### config.mk
export PLATFORM = sky130hd
export DESIGN_NAME = flow_meter_monitor
export DESIGN_NICKNAME = d
export VERILOG_FILES = /design/src/core/flow_meter_pkg.sv /design/src/core/flow_meter_monitor.sv
export SDC_FILE = /design/constraint.sdc
export NUM_CORES = 2
export LEC_CHECK = 0
export ABC_AREA = 1
export BUFFER_PORTS_ARGS = -buffer_cell sky130_fd_sc_hd__buf_4
export CAP_MARGIN = 15
export CORE_MARGIN = 10
export CORE_UTILIZATION = 35
export CTS_CLUSTER_SIZE = 10
export DETAILED_ROUTE_END_ITERATION = 16
export PLACE_DENSITY = 0.52
export SYNTH_ARGS = -nofsm -noshare
export SYNTH_HDL_FRONTEND = slang
export SYNTH_SLANG_ARGS = --single-unit
### constraint.sdc
create_clock -name clk -period 4.4 [get_ports clk]
set_clock_uncertainty 0.1 [all_clocks]
set_input_delay 0.44 -clock clk [delete_from_list [all_inputs] [get_ports clk]]
set_output_delay 0.44 -clock clk [all_outputs]
set_load 0.03 [all_outputs]
### src/core/flow_meter_pkg.sv
// package for the flow meter monitor: parameter ids, reset values, timing counts and carrier structs.
// assumes a single 50 MHz clock and flow values as signed 32-bit fixed-point numbers.
package flow_meter_pkg;

	// parameter ids as seen by the fieldbus host
	localparam logic [7:0] ID_UNITS_SELECT    = 8'h04;
	localparam logic [7:0] ID_MEASURED_FLOW   = 8'h06;
	localparam logic [7:0] ID_ALARM_HIGH      = 8'h11;
	localparam logic [7:0] ID_ALARM_LOW       = 8'h12;
	localparam logic [7:0] ID_ALARM_BAND      = 8'h13;
	localparam logic [7:0] ID_ALARM_DELAY     = 8'h14;
	localparam logic [7:0] ID_WARNING_HIGH    = 8'h15;
	localparam logic [7:0] ID_WARNING_LOW     = 8'h16;
	localparam logic [7:0] ID_WARNING_BAND    = 8'h17;
	localparam logic [7:0] ID_WARNING_DELAY   = 8'h18;
	localparam logic [7:0] ID_CAL_SELECT      = 8'h23;
	localparam logic [7:0] ID_FLOWING_HOURS   = 8'h60;
	localparam logic [7:0] ID_ZERO_DURATION   = 8'h69;
	localparam logic [7:0] ID_ZERO_TRIGGER    = 8'h70;
	localparam logic [7:0] ID_ACC_UNITS       = 8'h7d;
	localparam logic [7:0] ID_TOTAL_ACC       = 8'h7e;
	localparam logic [7:0] ID_USER_ACC        = 8'h82;
	localparam logic [7:0] ID_USER_CMD        = 8'h83;
	localparam logic [7:0] ID_REZERO_INTERVAL = 8'h8c;
	localparam logic [7:0] ID_REZERO_SETTLE   = 8'h8d;

	// reset values; unit codes are arbitrary encodings
	localparam logic [31:0] UNITS_PERCENT     = 32'h0000_0001;
	localparam logic [31:0] ACC_UNITS_DEFAULT = 32'h0000_0001;

	// user accumulator commands
	localparam logic [31:0] USER_CMD_START = 32'h0000_0001;
	localparam logic [31:0] USER_CMD_STOP  = 32'h0000_0002;
	localparam logic [31:0] USER_CMD_RESET = 32'h0000_0003;

	// timing
	localparam int CLK_PERIOD_NS     = 20;
	localparam int TICK_PERIOD_MS    = 1;
	localparam int MS_CYCLES_DEFAULT = TICK_PERIOD_MS * 1000000 / CLK_PERIOD_NS;
	localparam logic [9:0]  MS_PER_S = 10'd1000;
	localparam logic [11:0] S_PER_H  = 12'd3600;

	// exception channel order
	localparam int CH_ALARM_HIGH   = 0;
	localparam int CH_ALARM_LOW    = 1;
	localparam int CH_WARNING_HIGH = 2;
	localparam int CH_WARNING_LOW  = 3;

	typedef struct packed {
		logic        wr;
		logic        rd;
		logic [7:0]  id;
		logic [31:0] wdata;
	} param_req_s;

	typedef struct packed {
		logic        ack;
		logic        err;
		logic [31:0] rdata;
	} param_rsp_s;

	typedef struct packed {
		logic [31:0] units;
		logic [31:0] acc_units;
		logic [31:0] cal_select;
	} config_s;

	typedef struct packed {
		config_s          cfg;
		logic [31:0]      flow;
		logic [3:0][31:0] trip;
		logic [1:0][31:0] band;
		logic [1:0][31:0] delay;
		logic [31:0]      flowing_hours;
		logic [31:0]      zero_duration;
		logic [31:0]      total_acc;
		logic [31:0]      user_acc;
		logic [31:0]      user_cmd;
		logic             user_run;
		logic [31:0]      rezero_interval;
		logic [31:0]      rezero_settle;
		logic             zero_busy;
		logic [31:0]      zero_ms;
		logic [31:0]      since_zero_s;
		logic [31:0]      setpoint_zero_s;
		logic             zero_recommended;
		logic [3:0]       cond;
		logic [3:0][31:0] settle;
		logic [31:0]      ms_cnt;
		logic [9:0]       ms_in_s;
		logic [11:0]      flow_s_in_h;
		param_rsp_s       rsp;
	} state_s;

	localparam state_s STATE_RESET = '{cfg: '{units: UNITS_PERCENT, acc_units: ACC_UNITS_DEFAULT, cal_select: 32'h0},
		default: '0};

endpackage : flow_meter_pkg

### src/core/flow_meter_monitor.sv
// flow meter monitor: flow reporting, trip point exceptions, timed sensor zero and gas accumulators.
// assumes flow_in is already corrected and calibrated upstream and host requests are synchronous to clk.
`timescale 1ns/1ps

// Overview of operation
// - report corrected flow as read-only value
// - writable units setting, defaults to percent
// - alarm when flow above high trip
// - alarm when flow below low trip
// - warning when flow above high trip
// - warning when flow below low trip
// - clear only after recovering by hysteresis band
// - raise exception only after settling milliseconds
// - zero trigger starts zero unless inhibited
// - zero operation lasts configured milliseconds
// - recommend rezero after interval; zero disables
// - controller waits settle seconds at zero setpoint
// - total accumulator sums all flowed gas
// - writable accumulator units setting
// - user accumulator sums since last reset
// - user command starts, stops, resets accumulator
// - writable active calibration selection
module flow_meter_monitor #(
	parameter int MS_CYCLES = flow_meter_pkg::MS_CYCLES_DEFAULT
) (
	input  wire logic                       clk,
	input  wire logic                       reset,
	input  wire flow_meter_pkg::param_req_s param_req,
	output flow_meter_pkg::param_rsp_s      param_rsp,
	input  wire logic [31:0]                flow_in,
	input  wire logic                       flow_valid,
	input  wire logic                       zero_inhibit,
	input  wire logic                       is_controller,
	input  wire logic                       setpoint_zero,
	output logic [3:0]                      exceptions,
	output logic                            zero_busy,
	output logic                            zero_recommended,
	output flow_meter_pkg::config_s         config_out
);
	import flow_meter_pkg::*;

	state_s s_q;
	state_s s_d;

	logic              ms_tick;
	logic              s_tick;
	logic              wr_ok;
	logic              zero_start;
	logic              zero_end;
	logic              rezero_eval_ok;
	logic [3:0]        beyond;
	logic [3:0]        recovered;
	logic [32:0]       flow_x;
	logic [3:0][32:0]  trip_x;
	logic [1:0][32:0]  band_x;

	assign ms_tick    = s_q.ms_cnt == 32'(MS_CYCLES - 1);
	assign s_tick     = ms_tick && s_q.ms_in_s == MS_PER_S - 10'd1;
	assign wr_ok      = param_req.wr;
	assign zero_start = wr_ok && param_req.id == ID_ZERO_TRIGGER && param_req.wdata[0]
		&& !zero_inhibit && !s_q.zero_busy;
	assign zero_end   = s_q.zero_busy && s_q.zero_ms >= s_q.zero_duration;
	assign rezero_eval_ok = !is_controller
		|| (setpoint_zero && s_q.setpoint_zero_s >= s_q.rezero_settle);

	// trip comparisons on sign-extended values so the band arithmetic cannot wrap
	always_comb begin
		flow_x    = {s_q.flow[31], s_q.flow};
		beyond    = '0;
		recovered = '0;
		for (int c = 0; c < 4; c++) begin
			trip_x[c] = {s_q.trip[c][31], s_q.trip[c]};
		end
		for (int b = 0; b < 2; b++) begin
			band_x[b] = {s_q.band[b][31], s_q.band[b]};
		end
		for (int c = 0; c < 4; c++) begin
			if (c % 2 == 0) begin
				beyond[c]    = $signed(flow_x) > $signed(trip_x[c]);
				recovered[c] = $signed(flow_x) <= $signed(trip_x[c]) - $signed(band_x[c / 2]);
			end else begin
				beyond[c]    = $signed(flow_x) < $signed(trip_x[c]);
				recovered[c] = $signed(flow_x) >= $signed(trip_x[c]) + $signed(band_x[c / 2]);
			end
		end
	end

	always_comb begin
		s_d = s_q;

		// time base
		s_d.ms_cnt = ms_tick ? 32'h0 : s_q.ms_cnt + 32'h1;
		if (ms_tick) begin
			s_d.ms_in_s = s_tick ? 10'h0 : s_q.ms_in_s + 10'h1;
		end

		if (flow_valid) begin
			s_d.flow = flow_in;
		end

		// exception channels
		for (int c = 0; c < 4; c++) begin
			if (s_q.cond[c]) begin
				s_d.settle[c] = '0;
				if (recovered[c]) begin
					s_d.cond[c] = 1'b0;
				end
			end else if (!beyond[c]) begin
				s_d.settle[c] = '0;
			end else if (s_q.settle[c] >= s_q.delay[c / 2]) begin
				s_d.cond[c]   = 1'b1;
				s_d.settle[c] = '0;
			end else if (ms_tick) begin
				s_d.settle[c] = s_q.settle[c] + 32'h1;
			end
		end

		// accumulators advance by one flow sample per millisecond
		if (ms_tick) begin
			s_d.total_acc = s_q.total_acc + s_q.flow;
			if (s_q.user_run) begin
				s_d.user_acc = s_q.user_acc + s_q.flow;
			end
		end

		// flowing hours: seconds with non-zero flow, rolled into hours
		if (s_tick && s_q.flow != 32'h0) begin
			if (s_q.flow_s_in_h == S_PER_H - 12'd1) begin
				s_d.flow_s_in_h   = 12'h0;
				s_d.flowing_hours = s_q.flowing_hours + 32'h1;
			end else begin
				s_d.flow_s_in_h = s_q.flow_s_in_h + 12'h1;
			end
		end

		// sensor zero
		if (zero_start) begin
			s_d.zero_busy = 1'b1;
			s_d.zero_ms   = 32'h0;
		end else if (zero_end) begin
			s_d.zero_busy = 1'b0;
		end else if (s_q.zero_busy && ms_tick) begin
			s_d.zero_ms = s_q.zero_ms + 32'h1;
		end

		// rezero recommendation
		if (s_tick && s_q.since_zero_s != 32'hffff_ffff) begin
			s_d.since_zero_s = s_q.since_zero_s + 32'h1;
		end
		if (!setpoint_zero) begin
			s_d.setpoint_zero_s = 32'h0;
		end else if (s_tick && s_q.setpoint_zero_s != 32'hffff_ffff) begin
			s_d.setpoint_zero_s = s_q.setpoint_zero_s + 32'h1;
		end
		if (zero_end) begin
			s_d.since_zero_s = 32'h0;
		end
		if (s_q.rezero_interval == 32'h0 || zero_end) begin
			s_d.zero_recommended = 1'b0;
		end else if (rezero_eval_ok && s_q.since_zero_s >= s_q.rezero_interval) begin
			s_d.zero_recommended = 1'b1;
		end

		// host writes; a write to an accumulator overrides the same-cycle sum
		if (wr_ok) begin
			case (param_req.id)
				ID_UNITS_SELECT:    s_d.cfg.units = param_req.wdata;
				ID_ALARM_HIGH:      s_d.trip[CH_ALARM_HIGH] = param_req.wdata;
				ID_ALARM_LOW:       s_d.trip[CH_ALARM_LOW] = param_req.wdata;
				ID_ALARM_BAND:      s_d.band[0] = param_req.wdata;
				ID_ALARM_DELAY:     s_d.delay[0] = param_req.wdata;
				ID_WARNING_HIGH:    s_d.trip[CH_WARNING_HIGH] = param_req.wdata;
				ID_WARNING_LOW:     s_d.trip[CH_WARNING_LOW] = param_req.wdata;
				ID_WARNING_BAND:    s_d.band[1] = param_req.wdata;
				ID_WARNING_DELAY:   s_d.delay[1] = param_req.wdata;
				ID_CAL_SELECT:      s_d.cfg.cal_select = param_req.wdata;
				ID_ZERO_DURATION:   s_d.zero_duration = param_req.wdata;
				ID_ACC_UNITS:       s_d.cfg.acc_units = param_req.wdata;
				ID_TOTAL_ACC:       s_d.total_acc = param_req.wdata;
				ID_USER_ACC:        s_d.user_acc = param_req.wdata;
				ID_REZERO_INTERVAL: s_d.rezero_interval = param_req.wdata;
				ID_REZERO_SETTLE:   s_d.rezero_settle = param_req.wdata;
				ID_USER_CMD: begin
					s_d.user_cmd = param_req.wdata;
					case (param_req.wdata)
						USER_CMD_START: s_d.user_run = 1'b1;
						USER_CMD_STOP:  s_d.user_run = 1'b0;
						USER_CMD_RESET: s_d.user_acc = 32'h0;
						default:        s_d.user_run = s_q.user_run;
					endcase
				end
				default: s_d.user_cmd = s_q.user_cmd;
			endcase
		end

		// host answer, one cycle after the request
		s_d.rsp.ack   = param_req.wr || param_req.rd;
		s_d.rsp.err   = 1'b0;
		s_d.rsp.rdata = 32'h0;
		case (param_req.id)
			ID_UNITS_SELECT:    s_d.rsp.rdata = s_q.cfg.units;
			ID_MEASURED_FLOW:   s_d.rsp.rdata = s_q.flow;
			ID_ALARM_HIGH:      s_d.rsp.rdata = s_q.trip[CH_ALARM_HIGH];
			ID_ALARM_LOW:       s_d.rsp.rdata = s_q.trip[CH_ALARM_LOW];
			ID_ALARM_BAND:      s_d.rsp.rdata = s_q.band[0];
			ID_ALARM_DELAY:     s_d.rsp.rdata = s_q.delay[0];
			ID_WARNING_HIGH:    s_d.rsp.rdata = s_q.trip[CH_WARNING_HIGH];
			ID_WARNING_LOW:     s_d.rsp.rdata = s_q.trip[CH_WARNING_LOW];
			ID_WARNING_BAND:    s_d.rsp.rdata = s_q.band[1];
			ID_WARNING_DELAY:   s_d.rsp.rdata = s_q.delay[1];
			ID_CAL_SELECT:      s_d.rsp.rdata = s_q.cfg.cal_select;
			ID_FLOWING_HOURS:   s_d.rsp.rdata = s_q.flowing_hours;
			ID_ZERO_DURATION:   s_d.rsp.rdata = s_q.zero_duration;
			ID_ZERO_TRIGGER:    s_d.rsp.rdata = {31'h0, s_q.zero_busy};
			ID_ACC_UNITS:       s_d.rsp.rdata = s_q.cfg.acc_units;
			ID_TOTAL_ACC:       s_d.rsp.rdata = s_q.total_acc;
			ID_USER_ACC:        s_d.rsp.rdata = s_q.user_acc;
			ID_USER_CMD:        s_d.rsp.rdata = s_q.user_cmd;
			ID_REZERO_INTERVAL: s_d.rsp.rdata = s_q.rezero_interval;
			ID_REZERO_SETTLE:   s_d.rsp.rdata = s_q.rezero_settle;
			default:            s_d.rsp.err = s_d.rsp.ack;
		endcase
		// read-only ids refuse writes
		if (param_req.wr && (param_req.id == ID_MEASURED_FLOW || param_req.id == ID_FLOWING_HOURS)) begin
			s_d.rsp.err = 1'b1;
		end
		if (!s_d.rsp.ack) begin
			s_d.rsp.rdata = 32'h0;
		end
	end

	always_ff @(posedge clk) begin
		if (reset) begin
			s_q <= STATE_RESET;
		end else begin
			s_q <= s_d;
		end
	end

	assign param_rsp        = s_q.rsp;
	assign exceptions       = s_q.cond;
	assign zero_busy        = s_q.zero_busy;
	assign zero_recommended = s_q.zero_recommended;
	assign config_out       = s_q.cfg;
endmodule // flow_meter_monitor

==> flow_metrics.env <==
export IMPL_synth_fp_nets=10600
export IMPL_worstMarginPinSlew_ns=1.20
export IMPL_p_leak_nw=31.7
export IMPL_dp_slack_ns=0.239
export IMPL_cts_tree="built"
export IMPL_ys_ff_latch=927
export IMPL_final_common_cell="nand2_1"
export IMPL_num_rows=160
export IMPL_grt_pass1_vias=66600
export IMPL_drv_slew=0
export IMPL_start_util_pct=35.2
export IMPL_slew_limit_headroom_pct=20.1
export IMPL_dr_wl_met2_mm=158
export IMPL_route_detailed_drc=0
export IMPL_ir_drop_v=0.000306
export IMPL_min_period_over_period_pct=92.4
export IMPL_grt_max_degree=123
export IMPL_placed_cells=12400
export IMPL_p_int_mw=14.9
export IMPL_synthFlopType="dfxtp_1"
export IMPL_setup_violations=0
export IMPL_period_needed_ns=4.07
export IMPL_dpl_cell_area_um2=71400
export IMPL_crit_type="register to register"
export IMPL_multi_input_area_um2=41200
export IMPL_dr_pass1_iters=6
export IMPL_yosysUniqueCellTypes=61
export IMPL_crit_family="simple AND/OR/NAND/NOR gates"
export IMPL_gr_total_overflow=0
export IMPL_rrSetupSlack_ns=0.33
export IMPL_combPwrFrac_pct=10.9
export IMPL_dieArea_um2=209000
export IMPL_clock_root_buffer="clkbuf_16"
export IMPL_postSynthAreaPerCell_um2=6.77
export IMPL_wirelength_mm=379
export IMPL_wirelength_met1_mm=153
export IMPL_crit_top_cell="nand2_1"
export IMPL_area_growth_pct=13.1
export IMPL_vias=72400
export IMPL_final_instance_count_excl_fill=12600
export IMPL_crit_cells=21
export IMPL_netlist_area_um2=66900
export IMPL_clk_latency_ns=0.81
export IMPL_reg2regPathDepth=21
export IMPL_seq_power_share_pct=41.3
export IMPL_ant_nets=0
export IMPL_cp_data_required_time_ns=4.98
export IMPL_track_usage_pct=34.5
export IMPL_cp_max_fo=5
export IMPL_cp_arrival_ns=4.64
export IMPL_nNetsFinal=10800
export IMPL_wl_met3_mm=35.6
export IMPL_synth_edf_count=0
export IMPL_fmax_mhz=246
export IMPL_pwr_share_clk_pct=47.8
export IMPL_globalplace_congestion=1.07
export IMPL_status="finished clean"
export IMPL_numClockSinks=927
export IMPL_seq_area_um2=18600
export IMPL_synth_async_reset_ratio_pct=0
export IMPL_coreArea_um2=190000
export IMPL_worstHoldPathCells=4
export IMPL_grt_pass1_wl_mm=519
export IMPL_final_area_um2=75700
export IMPL_fill_cells=20300
export IMPL_port_buffers=215
export IMPL_total_power_mw=20.9
export IMPL_cts_setup_buffers=0
export IMPL_timing_rr_end="exceptions[1]$_SDFF_PP0_"
export IMPL_dp_final_hpwl_mm=296
export IMPL_dieHeight_um=457
export IMPL_drive_gt1_share_pct=7.53
export IMPL_setup_ws_ns=0.334
export IMPL_rsz0062_at_grt="false"
export IMPL_power_switching_mw=6.03
export IMPL_min_path_type="primary input to register"
export IMPL_htree_levels=3
export IMPL_synth_warnings=0
export IMPL_critical_path_buf_inv_count=0
export IMPL_cp_end_kind="register"
export IMPL_viasPerCell=5.74
export IMPL_synth_cells=9880
export IMPL_slowest_stage="nor4_1"
export IMPL_regToRegStartpoint="band_x[0]$_SDFFE_PP0P_"
export IMPL_clockBufferDepth=3
export IMPL_crit_path_cell_trace="ha_1, fa_1, nand3_1, nand3_1, nand2_1, nand2_1, a31oi_1, o21ai_0, nand2_1, nand2_1, xnor2_1, ha_1, nand2_1, nor2_1, nand2_1, nor4_1, nand3b_1, nand3_1, nand2_1, nand3_1, a21oi_1"
export IMPL_max_cap_violations=0
export IMPL_ios=216
export IMPL_seq_area_frac_synth_pct=27.7
export IMPL_first_iter_violations=8864
export IMPL_holdPathEnd="zero_busy$_SDFFE_PP0P_"
export IMPL_min_delay_start="zero_inhibit"
export IMPL_critPathMaxStageDelay_ns=0.46
export IMPL_p_sw_share_pct=28.9
export IMPL_mostFrequentLayoutCells="nand2_1 (1,868), inv_1 (1,241), a21oi_1 (1,172), dfxtp_1 (913), nor2_1 (798)"
export IMPL_p_per_area_nw_per_um2=276
export IMPL_hold_viol=0
export IMPL_setup_tns_ns=0
export IMPL_highest_layer="met5"
export IMPL_cts_clk_slew_worst_paths_ns=0.06
export IMPL_cp_start_kind="register"
export IMPL_avgRoutedWirePerCell_um=30.0
export IMPL_die_w_um=457
export IMPL_antenna_found_initial=39
export IMPL_numCtsBuffers=118
worst register-to-register path, cell delays in order, from the launching register on:
cell and delay [ns]:
dfxtp_1 0.33, ha_1 0.21, fa_1 0.41, nand3_1 0.08, nand3_1 0.13, nand2_1 0.09, nand2_1 0.15, a31oi_1 0.32
o21ai_0 0.19, nand2_1 0.09, nand2_1 0.07, xnor2_1 0.15, ha_1 0.29, nand2_1 0.07, nor2_1 0.18, nand2_1 0.10
nor4_1 0.46, nand3b_1 0.20, nand3_1 0.12, nand2_1 0.05, nand3_1 0.06, a21oi_1 0.06
cell usage after synthesis, types with 13 or more instances:
library cell	number	area share [%]
a211oi_1	48	0.54
a21o_1	31	0.35
a21oi_1	1172	8.8
a221oi_1	84	1.1
a31oi_1	39	0.36
buf_1	19	0.11
buf_2	55	0.41
buf_4	143	1.6
clkbuf_1	288	1.6
dfxtp_1	927	28
ha_1	683	13
inv_1	1246	7.0
inv_2	13	0.073
mux2i_1	14	0.21
nand2_1	1879	11
nand3_1	308	2.3
nand3b_1	27	0.30
nand4_1	185	1.7
nor2_1	801	4.5
nor3_1	314	2.3
nor3b_1	38	0.43
nor4_1	103	0.96
o211ai_1	38	0.43
o21a_1	22	0.25
o21ai_0	747	5.6
o21bai_1	18	0.20
o221ai_1	14	0.18
o22ai_1	129	1.2
or2_2	13	0.12
xnor2_1	103	1.3
xor2_1	267	3.5
worst max path at each step:
stage	startpoint	to	slack, ns
2_1_floorplan	band_x[2]$_SDFFE_PP0P_	exceptions[0]$_SDFF_PP0_	0.98
3_3_place_gp	s_q[671]$_SDFFE_PP0P_	exceptions[0]$_SDFF_PP0_	0.17
4_1_cts	s_q[671]$_SDFFE_PP0P_	exceptions[0]$_SDFF_PP0_	0.22
3_5_place_dp	s_q[671]$_SDFFE_PP0P_	exceptions[0]$_SDFF_PP0_	0.24
6_report	band_x[0]$_SDFFE_PP0P_	exceptions[1]$_SDFF_PP0_	0.33
5_1_grt	s_q[723]$_SDFFE_PP0P_	exceptions[1]$_SDFF_PP0_	0.04
cell type report:
| type | count | share of cell area [%] |
|---|---|---|
| diodes | 14 | 0.0463 |
| inverters | 1263 | 6.27 |
| repair buffers | 526 | 5.59 |
| multi-input cells | 7182 | 54.4 |
| clock inverters | 32 | 0.564 |
| clock buffers | 168 | 4.48 |
| flip-flops and latches | 927 | 24.5 |
| well taps | 2511 | 4.15 |
power groups by stage:
| stage | clock, mW | sequential [mW] | combinational [mW] |
|---|---|---|---|
| 2_1_floorplan | 0 | 8.69 | 1.16 |
| 3_3_place_gp | 0 | 8.81 | 2.16 |
| 3_5_place_dp | 0 | 8.81 | 2.16 |
| 4_1_cts | 10.1 | 8.62 | 2.20 |
| 5_1_grt | 10.4 | 8.62 | 2.41 |
| 6_report | 9.98 | 8.63 | 2.28 |
registers in the layout, summed over array words and instances, names as in the netlist:
| register | count |
|---|---|
| exceptions | 4 |
| zero_busy | 1 |
| band_x | 64 |
| zero_recommended | 1 |
| config_out | 96 |
| s_q | 695 |
| param_rsp | 34 |
| flow_x | 32 |
kinds of logic after synthesis:
| kind of cell | synth area share (%) |
|---|---|
| buffers and inverters | 10.9 |
| DFF | 27.7 |
| muxes | 0.209 |
| adders and majority gates | 12.9 |
| xor gates and xnor gates | 4.84 |
| AOI/OAI and AO/OA | 19.5 |
| and+or+nand+nor | 23.9 |
per-stage QoR:
stage	hold WS [ns]	util, %
2_1_floorplan	0.318	-
5_1_grt	0.0270	39.8
4_1_cts	0.00634	39.8
6_report	0.0475	39.8
3_3_place_gp	0.328	37.6
3_5_place_dp	0.347	37.6
routing by layer:
metal  track usage [%]  up-vias
li1                  -    33500
met1              43.5    34300
met2              51.6     3719
met3              8.01      928
met4              24.3       24
met5                 0        -
what timing repair did:
item	4_1_cts	5_1_grt
resized for setup	0	6
setup endpoints to repair	0	2
hold endpoints to repair	37	0
hold buffers	39	0
No activity file was read; power rests on OpenSTA's default activity.
